## src/rtl/pdb_pkg.sv

```systemverilog
// Package for the PWM dead-band and restart slice: register map, fields,
// reset values and the packed carriers used at the top-level ports.
// Assumes a 100 MHz system clock and an Avalon-MM register bus.
package pdb_pkg;

	// Register byte addresses on the Avalon-MM bus (word aligned).
	localparam logic [3:0] ADDR_CONTROL = 4'h0;
	localparam logic [3:0] ADDR_STATUS = 4'h4;
	localparam logic [3:0] ADDR_IRQ_CLEAR = 4'h8;
	localparam logic [3:0] ADDR_IRQ_ENABLE = 4'hC;

	// Control register fields.
	localparam int RESTART_BIT = 7;
	localparam int DELAY_MSB = 6;
	localparam logic [7:0] CONTROL_RESET = 8'h00;

	// Status register bits: bit 0 shows the live shutdown status.
	localparam int ST_SHUTDOWN = 0;
	localparam int ST_SYNC = 1;
	localparam int EVT_SHUTDOWN = 0;
	localparam int EVT_RESTART = 1;
	localparam int EVENT_COUNT = 2;

	// One instruction cycle spans four oscillator periods.
	localparam int OSC_PER_INSTR = 4;
	localparam logic [1:0] PRESCALE_LAST = 2'h3;

	// Value returned by reads of unmapped addresses.
	localparam logic [7:0] UNMAPPED_READ = 8'h00;

	typedef struct packed {
		logic [3:0] address;
		logic read;
		logic write;
		logic [31:0] writedata;
	} pdb_bus_req_t;

	typedef struct packed {
		logic [31:0] readdata;
		logic waitrequest;
	} pdb_bus_rsp_t;

	typedef struct packed {
		logic shutdownCause;
		logic compSyncEnable;
		logic timerTick;
		logic softwareClear;
	} pdb_shutdown_in_t;

endpackage : pdb_pkg

```

## src/rtl/pdb_core.sv

```systemverilog
// PWM dead-band delay and auto-shutdown restart slice with register file.
// Assumes all inputs synchronous to sys_clk; the PWM request and shutdown
// cause come from the surrounding capture/compare logic, timerTick from the
// timer.
//
// Behaviour
// - With comparator sync on, shutdown takes effect only at a timer tick.
// - With restart enabled, shutdown status clears itself once the cause ends.
// - With restart disabled, shutdown status holds until software clears it.
// - Each active-going output edge lags by the delay count in instr cycles.
// - Restart bit and delay count read and write freely and reset to zero.
module pdb_core #(
	parameter int CHANNELS = 2,
	parameter int DELAY_WIDTH = 7
) (
	input wire logic sys_clk,
	input wire logic rst_b,
	input wire pdb_pkg::pdb_bus_req_t busReq,
	output pdb_pkg::pdb_bus_rsp_t busRsp,
	input wire pdb_pkg::pdb_shutdown_in_t shutdownIn,
	input wire logic [CHANNELS-1:0] pwmScheduled,
	output logic [CHANNELS-1:0] pwmOut,
	output logic shutdownActive,
	output logic irq
);

	function automatic logic [31:0] zext8(input logic [7:0] value);
		zext8 = {24'h000000, value};
	endfunction : zext8

	// Register file state.
	logic autoRestartEnable;
	logic [DELAY_WIDTH-1:0] activeEdgeDelayCount;
	logic [pdb_pkg::EVENT_COUNT-1:0] eventStatus;
	logic [pdb_pkg::EVENT_COUNT-1:0] eventEnable;
	logic ackPending;
	logic [31:0] readData;
	logic next_autoRestartEnable;
	logic [DELAY_WIDTH-1:0] next_activeEdgeDelayCount;
	logic [pdb_pkg::EVENT_COUNT-1:0] next_eventStatus;
	logic [pdb_pkg::EVENT_COUNT-1:0] next_eventEnable;
	logic next_ackPending;
	logic [31:0] next_readData;
	logic waitReq;
	logic next_waitReq;

	// Shutdown and delay state.
	logic shutdownEventStatus;
	logic next_shutdownEventStatus;
	logic [1:0] prescale;
	logic [1:0] next_prescale;
	logic instrTick;
	logic [CHANNELS-1:0] pwmLevel;
	logic [CHANNELS-1:0] next_pwmLevel;
	logic [DELAY_WIDTH-1:0] delayCnt [CHANNELS];
	logic [DELAY_WIDTH-1:0] next_delayCnt [CHANNELS];
	logic [CHANNELS-1:0] delayArmed;
	logic [CHANNELS-1:0] next_delayArmed;
	localparam logic [DELAY_WIDTH-1:0] DELAY_ONE = DELAY_WIDTH'(1);
	logic irqLevel;

	logic accessNow;
	logic writeNow;
	logic [7:0] wByte;
	logic shutdownTrigger;
	logic shutdownSet;
	logic shutdownClr;

	// Requests are answered one cycle after they appear, so waitrequest is
	// high during the first cycle and low in the second. A write lands only
	// at the edge where waitrequest is low, when the transfer completes.
	assign accessNow = (busReq.read | busReq.write) & ~ackPending;
	assign writeNow = busReq.write & ackPending;
	assign wByte = busReq.writedata[7:0];

	assign shutdownTrigger = shutdownIn.shutdownCause &
		(~shutdownIn.compSyncEnable | shutdownIn.timerTick);
	assign shutdownSet = shutdownTrigger & ~shutdownEventStatus;

	always_comb begin
		next_shutdownEventStatus = shutdownEventStatus;
		shutdownClr = 1'b0;
		if (autoRestartEnable && !shutdownIn.shutdownCause) begin
			shutdownClr = shutdownEventStatus;
		end
		if (!autoRestartEnable && shutdownIn.softwareClear) begin
			shutdownClr = shutdownEventStatus;
		end
		if (shutdownClr) begin
			next_shutdownEventStatus = 1'b0;
		end
		// A new trigger beats a clear in the same cycle.
		if (shutdownTrigger) begin
			next_shutdownEventStatus = 1'b1;
		end
	end

	always_ff @(posedge sys_clk or negedge rst_b) begin
		if (!rst_b) begin
			shutdownEventStatus <= 1'b0;
		end else begin
			shutdownEventStatus <= next_shutdownEventStatus;
		end
	end

	// Instruction-cycle enable: one pulse every four system clocks.
	always_comb begin
		next_prescale = prescale + 2'h1;
		instrTick = (prescale == pdb_pkg::PRESCALE_LAST);
	end

	always_ff @(posedge sys_clk or negedge rst_b) begin
		if (!rst_b) begin
			prescale <= 2'h0;
		end else begin
			prescale <= next_prescale;
		end
	end

	// Per-channel delay of active-going edges. The prescaler runs free, so
	// the first instruction tick after a request only arms the counter: a
	// partial cycle never counts, and the lag is 4N to 4N+3 system clocks.
	always_comb begin
		for (int i = 0; i < CHANNELS; i++) begin
			next_delayCnt[i] = delayCnt[i];
			next_pwmLevel[i] = pwmLevel[i];
			next_delayArmed[i] = delayArmed[i];
			if (shutdownEventStatus || !pwmScheduled[i]) begin
				next_pwmLevel[i] = 1'b0;
				next_delayCnt[i] = activeEdgeDelayCount;
				next_delayArmed[i] = 1'b0;
			end else if (!pwmLevel[i]) begin
				if (delayCnt[i] == '0) begin
					next_pwmLevel[i] = 1'b1;
				end else if (instrTick && !delayArmed[i]) begin
					next_delayArmed[i] = 1'b1;
				end else if (instrTick) begin
					next_delayCnt[i] = delayCnt[i] - 1'b1;
					next_pwmLevel[i] = (delayCnt[i] == DELAY_ONE);
				end
			end
		end
	end

	always_ff @(posedge sys_clk or negedge rst_b) begin
		if (!rst_b) begin
			pwmLevel <= '0;
			delayArmed <= '0;
			for (int i = 0; i < CHANNELS; i++) begin
				delayCnt[i] <= '0;
			end
		end else begin
			pwmLevel <= next_pwmLevel;
			delayArmed <= next_delayArmed;
			for (int i = 0; i < CHANNELS; i++) begin
				delayCnt[i] <= next_delayCnt[i];
			end
		end
	end

	// Register file and Avalon-MM slave.
	always_comb begin
		next_autoRestartEnable = autoRestartEnable;
		next_activeEdgeDelayCount = activeEdgeDelayCount;
		next_eventEnable = eventEnable;
		next_eventStatus = eventStatus;
		next_ackPending = accessNow;
		next_waitReq = ~accessNow;
		next_readData = readData;
		if (writeNow) begin
			unique case (busReq.address)
				pdb_pkg::ADDR_CONTROL: begin
					next_autoRestartEnable = wByte[pdb_pkg::RESTART_BIT];
					next_activeEdgeDelayCount =
						wByte[pdb_pkg::DELAY_MSB:0];
				end
				pdb_pkg::ADDR_IRQ_CLEAR: begin
					next_eventStatus = eventStatus &
						~wByte[pdb_pkg::EVENT_COUNT-1:0];
				end
				pdb_pkg::ADDR_IRQ_ENABLE: begin
					next_eventEnable = wByte[pdb_pkg::EVENT_COUNT-1:0];
				end
				default: begin
				end
			endcase
		end
		// Hardware events are set after the clear so a set wins.
		if (shutdownSet) begin
			next_eventStatus[pdb_pkg::EVT_SHUTDOWN] = 1'b1;
		end
		if (shutdownClr && !shutdownTrigger) begin
			next_eventStatus[pdb_pkg::EVT_RESTART] = 1'b1;
		end
		if (accessNow && busReq.read) begin
			unique case (busReq.address)
				pdb_pkg::ADDR_CONTROL:
					next_readData = zext8({autoRestartEnable,
						activeEdgeDelayCount});
				pdb_pkg::ADDR_STATUS:
					next_readData = zext8({4'h0, eventStatus,
						shutdownIn.compSyncEnable, shutdownEventStatus});
				pdb_pkg::ADDR_IRQ_ENABLE:
					next_readData = zext8({6'h00, eventEnable});
				default:
					next_readData = zext8(pdb_pkg::UNMAPPED_READ);
			endcase
		end
	end

	always_ff @(posedge sys_clk or negedge rst_b) begin
		if (!rst_b) begin
			autoRestartEnable <= 1'b0;
			activeEdgeDelayCount <= '0;
			eventStatus <= '0;
			eventEnable <= '0;
			ackPending <= 1'b0;
			waitReq <= 1'b1;
			readData <= 32'h00000000;
		end else begin
			autoRestartEnable <= next_autoRestartEnable;
			activeEdgeDelayCount <= next_activeEdgeDelayCount;
			eventStatus <= next_eventStatus;
			eventEnable <= next_eventEnable;
			ackPending <= next_ackPending;
			waitReq <= next_waitReq;
			readData <= next_readData;
		end
	end

	assign irqLevel = |(next_eventStatus & next_eventEnable);

	always_ff @(posedge sys_clk or negedge rst_b) begin
		if (!rst_b) begin
			irq <= 1'b0;
		end else begin
			irq <= irqLevel;
		end
	end

	always_comb begin
		busRsp.readdata = readData;
		busRsp.waitrequest = waitReq;
		pwmOut = pwmLevel;
		shutdownActive = shutdownEventStatus;
	end
endmodule : pdb_core

```

## config.mk

```make
export PLATFORM = sky130hd
export DESIGN_NAME = pdb_core
export DESIGN_NICKNAME = d
export VERILOG_FILES = /design/src/rtl/pdb_pkg.sv /design/src/rtl/pdb_core.sv
export SDC_FILE = /design/constraint.sdc
export NUM_CORES = 1
export LEC_CHECK = 0
export BUFFER_PORTS_ARGS = -buffer_cell sky130_fd_sc_hd__buf_2
export CORE_UTILIZATION = 30
export DETAILED_ROUTE_END_ITERATION = 10
export PLACE_DENSITY_LB_ADDON = 0.15
export SLEW_MARGIN = 25
export SYNTH_ARGS = -nofsm -noshare
export SYNTH_HDL_FRONTEND = slang
export SYNTH_SLANG_ARGS = --single-unit
```

## constraint.sdc

```tcl
create_clock -name sys_clk -period 2 [get_ports sys_clk]
set_clock_uncertainty 0.2 [all_clocks]
set_input_delay 0.2 -clock sys_clk [delete_from_list [all_inputs] [get_ports sys_clk]]
set_output_delay 0.2 -clock sys_clk [all_outputs]
set_load 0.03 [all_outputs]
```

# ---- Word level (Yosys, flattened, before mapping)
# Index checks and enable logic that the tools add are counted.
# Widths: inputs -> output; s select.
dict set report word_totals {
  ff_bits 68
  in_bits 46
  out_inout_bits 37
  elab_cells 111
}
dict set report classes {
  add_sub_neg 3
  eq_ne 12
  n_mux 39
  n_bitwise 13
  n_reduce_logical 29
}
# op n
set op_table {}
lappend op_table {{$mux 7} 10}
lappend op_table {{$mux 1} 24}
lappend op_table {{$pmux 8 s3} 1}
lappend op_table {{$eq 7x1->1 const B} 2}
lappend op_table {{$logic_not 7->1} 2}
lappend op_table {{$sub 7x1->7 const B} 2}
lappend op_table {{$reduce_bool 2->1} 5}
lappend op_table {{$eq 4x4->1 const B} 2}
lappend op_table {{$mux 2} 4}
lappend op_table {{$ne 2x2->1 const B} 4}
lappend op_table {{$reduce_and 4->1} 2}
lappend op_table {{$logic_not 1->1} 7}
lappend op_table {{$logic_and 1x1->1} 6}
lappend op_table {{$reduce_and 3->1} 2}
lappend op_table {{$and 1x1->1} 4}
lappend op_table {{$and 2x2->2} 2}
lappend op_table {{$eq 4x3->1 const B} 1}
lappend op_table {{$logic_not 4->1} 1}
lappend op_table {{$ne 2x1->1 const B} 2}
lappend op_table {{$not 1->1} 4}
lappend op_table {{$add 2x1->2 const B} 1}
lappend op_table {{$eq 2x2->1 const B} 1}
lappend op_table {{$logic_or 1x1->1} 2}
lappend op_table {{$not 2->2} 1}
lappend op_table {{3 further kinds} 4}

# ---- Longest topological paths before layout
dict set report depth {
  depth_word 8
  ltp_mapped 7
  mapped_depth_nobuf 6
}

# ---- Least setup slack after synthesis
# No wires, ideal clock.
dict set report synth_path {
  path_type {reg-to-reg}
  start {reg delayCnt[0] in the netlist's numbering}
  end {reg delayCnt[2] in the netlist's numbering}
  arrival_ns 1.602
  setup_slack_ns 0.115
  path_stages_with_launch 8
  path_buffers 1
  cell_sequence {dfrtp_1 inv_1 ha_1 nor4bb_1 a22o_1 clkbuf_1 o21ai_0 o21ai_0}
}
dict set report synth_between {
  elab_chain_cells 6
}
# element line
set synth_rtl {}
lappend synth_rtl {{start, declared} pdb_core.sv:55} ;# logic [DELAY_WIDTH-1:0] delayCnt [CHANNELS];
lappend synth_rtl {{start signal, assigned by index} pdb_core.sv:156} ;# delayCnt[i] <= next_delayCnt[i];
lappend synth_rtl {{$sub 7x1->7} pdb_core.sv:138} ;# next_delayCnt[i] = delayCnt[i] - 1'b1;
lappend synth_rtl {{$mux 7} pdb_core.sv:137} ;# end else if (instrTick) begin
lappend synth_rtl {{$mux 7} pdb_core.sv:135} ;# end else if (instrTick && !delayArmed[i]) begin
lappend synth_rtl {{$mux 7} pdb_core.sv:133} ;# if (delayCnt[i] == '0) begin
lappend synth_rtl {{$mux 7} pdb_core.sv:132} ;# end else if (!pwmLevel[i]) begin
lappend synth_rtl {{$mux 7} pdb_core.sv:128} ;# if (shutdownEventStatus || !pwmScheduled[i]) begin
# Several ways; a longest one is shown, not always the timed one. The select of a mux whose other input is x is not followed.
# A chain may end at the register's enable or synchronous reset.

# ---- Worst setup path in the final report
dict set report layout_path {
  start {reg delayCnt[1] in the netlist's numbering}
  end {reg delayCnt[0] in the netlist's numbering}
}
dict set report layout_between {
  elab_chain_cells 3
}
# element line
set layout_rtl {}
lappend layout_rtl {{$logic_not 7->1} pdb_core.sv:133}
lappend layout_rtl {{$ne 2x2->1 (no source line)} -}
lappend layout_rtl {{$reduce_and 4->1 (no source line)} -}
# Every way passes these cells.

==> flow_summary.yaml <==
run_status:
  result_of_the_run: "completed"
cts:
  cts_made_buffers: 5
  post-cts-setup-buffer-count: 0
  tritoncts: "built"
  clock_insertion_delay_at_the_later_pin_of_the_skew_report_ns: 0.30
  ctsRootBufferMaster: "clkbuf_8"
  cts_buffer_depth: 2
  htree_num_levels: 2
  cts.sinks: 44
  clkSlewWorstSetupHoldPaths_ns: 0.09
synth:
  syn-instance-count: 241
  yosysMostFrequentCell: "dfrtp_1"
  ys_warn_count: 0
  synth.top_cells.by_area: "dfrtp_1 (45%), buf_4 (7.9%), o21ai_0 (4.6%), mux2_2 (4.3%), ha_1 (3.7%)"
  yosys-top-cells-count: "dfrtp_1 (43), buf_4 (25), o21ai_0 (22)"
  biggest_area_consumer_among_synthesized_cells: "dfrtp_1"
  yosysSeqAreaShare: 0.465
  synth.ff_latch_count: 44
  average_cell_area_after_synthesis_um2: 9.84
  syn-cell-area_um2: 2370
  synth-edff-count: 0
  synth_flop_cell: "dfrtp_1"
  synthDominantCellAreaShare: 0.454
  asyncSetResetFlopFracSynth: 1.00
  synth_unique_cells: 43
route:
  via_count_normalized_by_instance_count: 4.66
  detailroute.via_count: 1862
  met1_length_um: 2570
  top_layer_used_by_detailed_routing: "met4"
  met2_wirelength_um: 2480
  route.final.wire_length_um: 5410
  drcViolationCount: 0
  dr.pass1.iters: 4
  met3RoutedLength_um: 240
  post_drt_wl_per_cell_um: 13.5
  drtAntennaViolNets: 0
  detail_route.iter0.violations: 58
power_and_ir_drop:
  power_frac_seq: 0.447
  p_sw_frac: 0.352
  vdd_ir_drop_max_mv: 0.311
  power.density_cell_area_nw_per_um2: 937
  static-leakage-power_uw: 0.00137
  p_int_uw: 1750
  power.share.clock: 0.258
  relative_contribution_of_combinational_cells_to_total_power: 0.295
  p_switching_uw: 953
sta:
  finalWorstPathRequiredPeriod_ns: 1.90
  fin_tns_setup_ns: 0
  max_slew.worst_pin.slew_ns: 0.592
  grt_setup_unrepaired: "no"
  maxSlewViolCount: 0
  setup_viol: 0
  timing.hold.ws_ns: 0.00619
  final_min_period_over_clock_period: 0.949
  timing.fmax_mhz: 527
  report.final.hold_viol_count: 0
  slew_headroom: 0.606
worst_hold_path:
  holdCritPathClass: "in -> reg"
  timing.hold.worst.start: "busReq[33]"
global_route:
  grt_max_degree: 45
  initial_antenna_violation_count: 0
  grtUsageTotal: 0.142
  global_route_wire_length_before_repair_um: 9070
  first_global_vias: 1785
  grt.overflow.total: 0
layout:
  antenna_cells: 0
  count_of_placed_standard_cells_in_the_final_layout_fillers_left_out: 400
  finish.net_count: 350
  final_layout_size_suffix_gt1_frac: 0.258
  areaGrowthSynthToFinish_pct: 21.8
place:
  place.detailed.hpwl_um: 3810
  placed_cells_incl_taps: 383
  place.gp.congestion: 0.757
  port_buffers: 34
critical_path:
  critical_path_start_end_classification: "reg -> reg"
  cp-startpoint: "delayCnt[1]"
  end_kind: "flip-flop"
  reg2reg_from: "delayCnt[1]"
  critical_path_peak_fanout: 4
  critical_path_arrival_ns: 1.94
  worst_ep_required_time_ns: 2.04
  worst_setup_path_start_kind: "flip-flop"
floorplanning:
  num_rows: 32
  die_outline_area_um2: 8260
  die_height_um: 90.9
  pin_count: 83
  die_width_um: 90.9
  initial_utilization: 0.308
  core_region_area_um2: 7690
run:
  cap_violations: 0
area by class of cell:
| cell class | instances | area (um2) |
|---|---|---|
| fillers | 800 | 4800 |
| multi-input cells | 173 | 1100 |
| inverters | 14 | 52.6 |
| clock inverters | 3 | 42.5 |
| clock buffers | 5 | 68.8 |
| repair buffers | 59 | 393 |
| well taps | 102 | 128 |
| flip-flops and latches | 44 | 1100 |
metrics by stage:
stage,cell area (um2),util,power [uW],setup slack (ns)
2_1_floorplan,2460,-,1740,0.115
3_3_place_gp,2670,0.347,1990,0.0608
3_5_place_dp,2670,0.347,2000,0.0465
4_1_cts,2870,0.373,2720,0.0168
5_1_grt,2890,0.376,2880,0.00237
6_report,2890,0.376,2710,0.102
final timing paths:
check | end | slack [ns] | cells after the start
max | delayCnt[0] | 0.10 | 7
min | waitReq | 0.006 | 3
max reg2reg | delayCnt[0] | 0.10 | 7
min reg2reg | prescale[0] | 0.23 | 1
max in group asynchronous | waitReq | 1.13 | 3
min in group asynchronous | delayCnt[4] | 0.20 | 3
cell usage in the layout, fill, tap and decap left out, types with 2 or more instances in the layout:
cell type / instances
buf_4: 15
o21ai_0: 22
dfrtp_1: 43
a21o_1: 2
a22o_1: 8
nand2_1: 17
a21oi_1: 7
ha_1: 7
or4_1: 4
nand3_1: 6
buf_2: 34
nor4_1: 2
or2_2: 2
or3_1: 2
o21ai_1: 2
clkbuf_8: 5
dlygate4sd3_1: 9
nor2_1: 17
mux2_2: 9
a2111oi_2: 2
nand2b_1: 3
nand3b_1: 3
inv_1: 14
nor3_1: 4
conb_1: 24
a31o_2: 2
xnor2_1: 3
a31oi_1: 4
a22oi_1: 2
mux2i_1: 5
power by group through the flow:
| stage | combinational (uW) | sequential (uW) | clock, uW |
|---|---|---|---|
| after floorplan | 518 | 1220 | 0 |
| after global placement | 765 | 1230 | 0 |
| after detailed placement | 770 | 1230 | 0 |
| after CTS | 787 | 1210 | 724 |
| after global routing | 892 | 1240 | 757 |
| final | 797 | 1210 | 699 |
registers in the layout, indices dropped and copies added (netlist names):
signal                cells
ackPending                1
activeEdgeDelayCount      7
autoRestartEnable         1
delayArmed                2
delayCnt                 14
eventEnable               2
eventStatus               2
irq                       1
prescale                  2
pwmOut                    2
readData                  8
shutdownActive            1
waitReq                   1
cells by family (layout without fill, tap and decap cells):
| kind of cell | count (synthesis) | count (layout) | share of synthesized area |
|---|---|---|---|
| XOR/XNOR | 3 | 3 | 0.0111 |
| buffers and inverters | 47 | 81 | 0.115 |
| multiplexers | 14 | 14 | 0.0639 |
| AND/OR/NAND/NOR | 68 | 68 | 0.151 |
| other | 1 | 24 | 0.00158 |
| AO/OA/AOI/OAI | 57 | 57 | 0.155 |
| adder cells (fa/ha/maj) | 7 | 7 | 0.0369 |
| flip-flops | 44 | 44 | 0.465 |
repair_timing:
action | CTS | global route
hold endpoints to repair | 54 | 0
endpoints found under the setup margin | 0 | 9
gates resized for setup | 0 | 6
hold buffers | 9 | 0
routing by layer:
metal	up-vias	GRT usage
met5	-	0
met1	882	0.190
met3	9	0.0286
met2	52	0.227
li1	919	-
met4	0	0.0556
critical path, stage by stage (launching register included):
cell	delay [ns]
dfrtp_1	0.36
inv_1	0.07
ha_1	0.19
nor4bb_2	0.18
a22o_2	0.28
buf_4	0.15
or3_1	0.31
nand3_1	0.10
(Power assumes the default switching activity.)
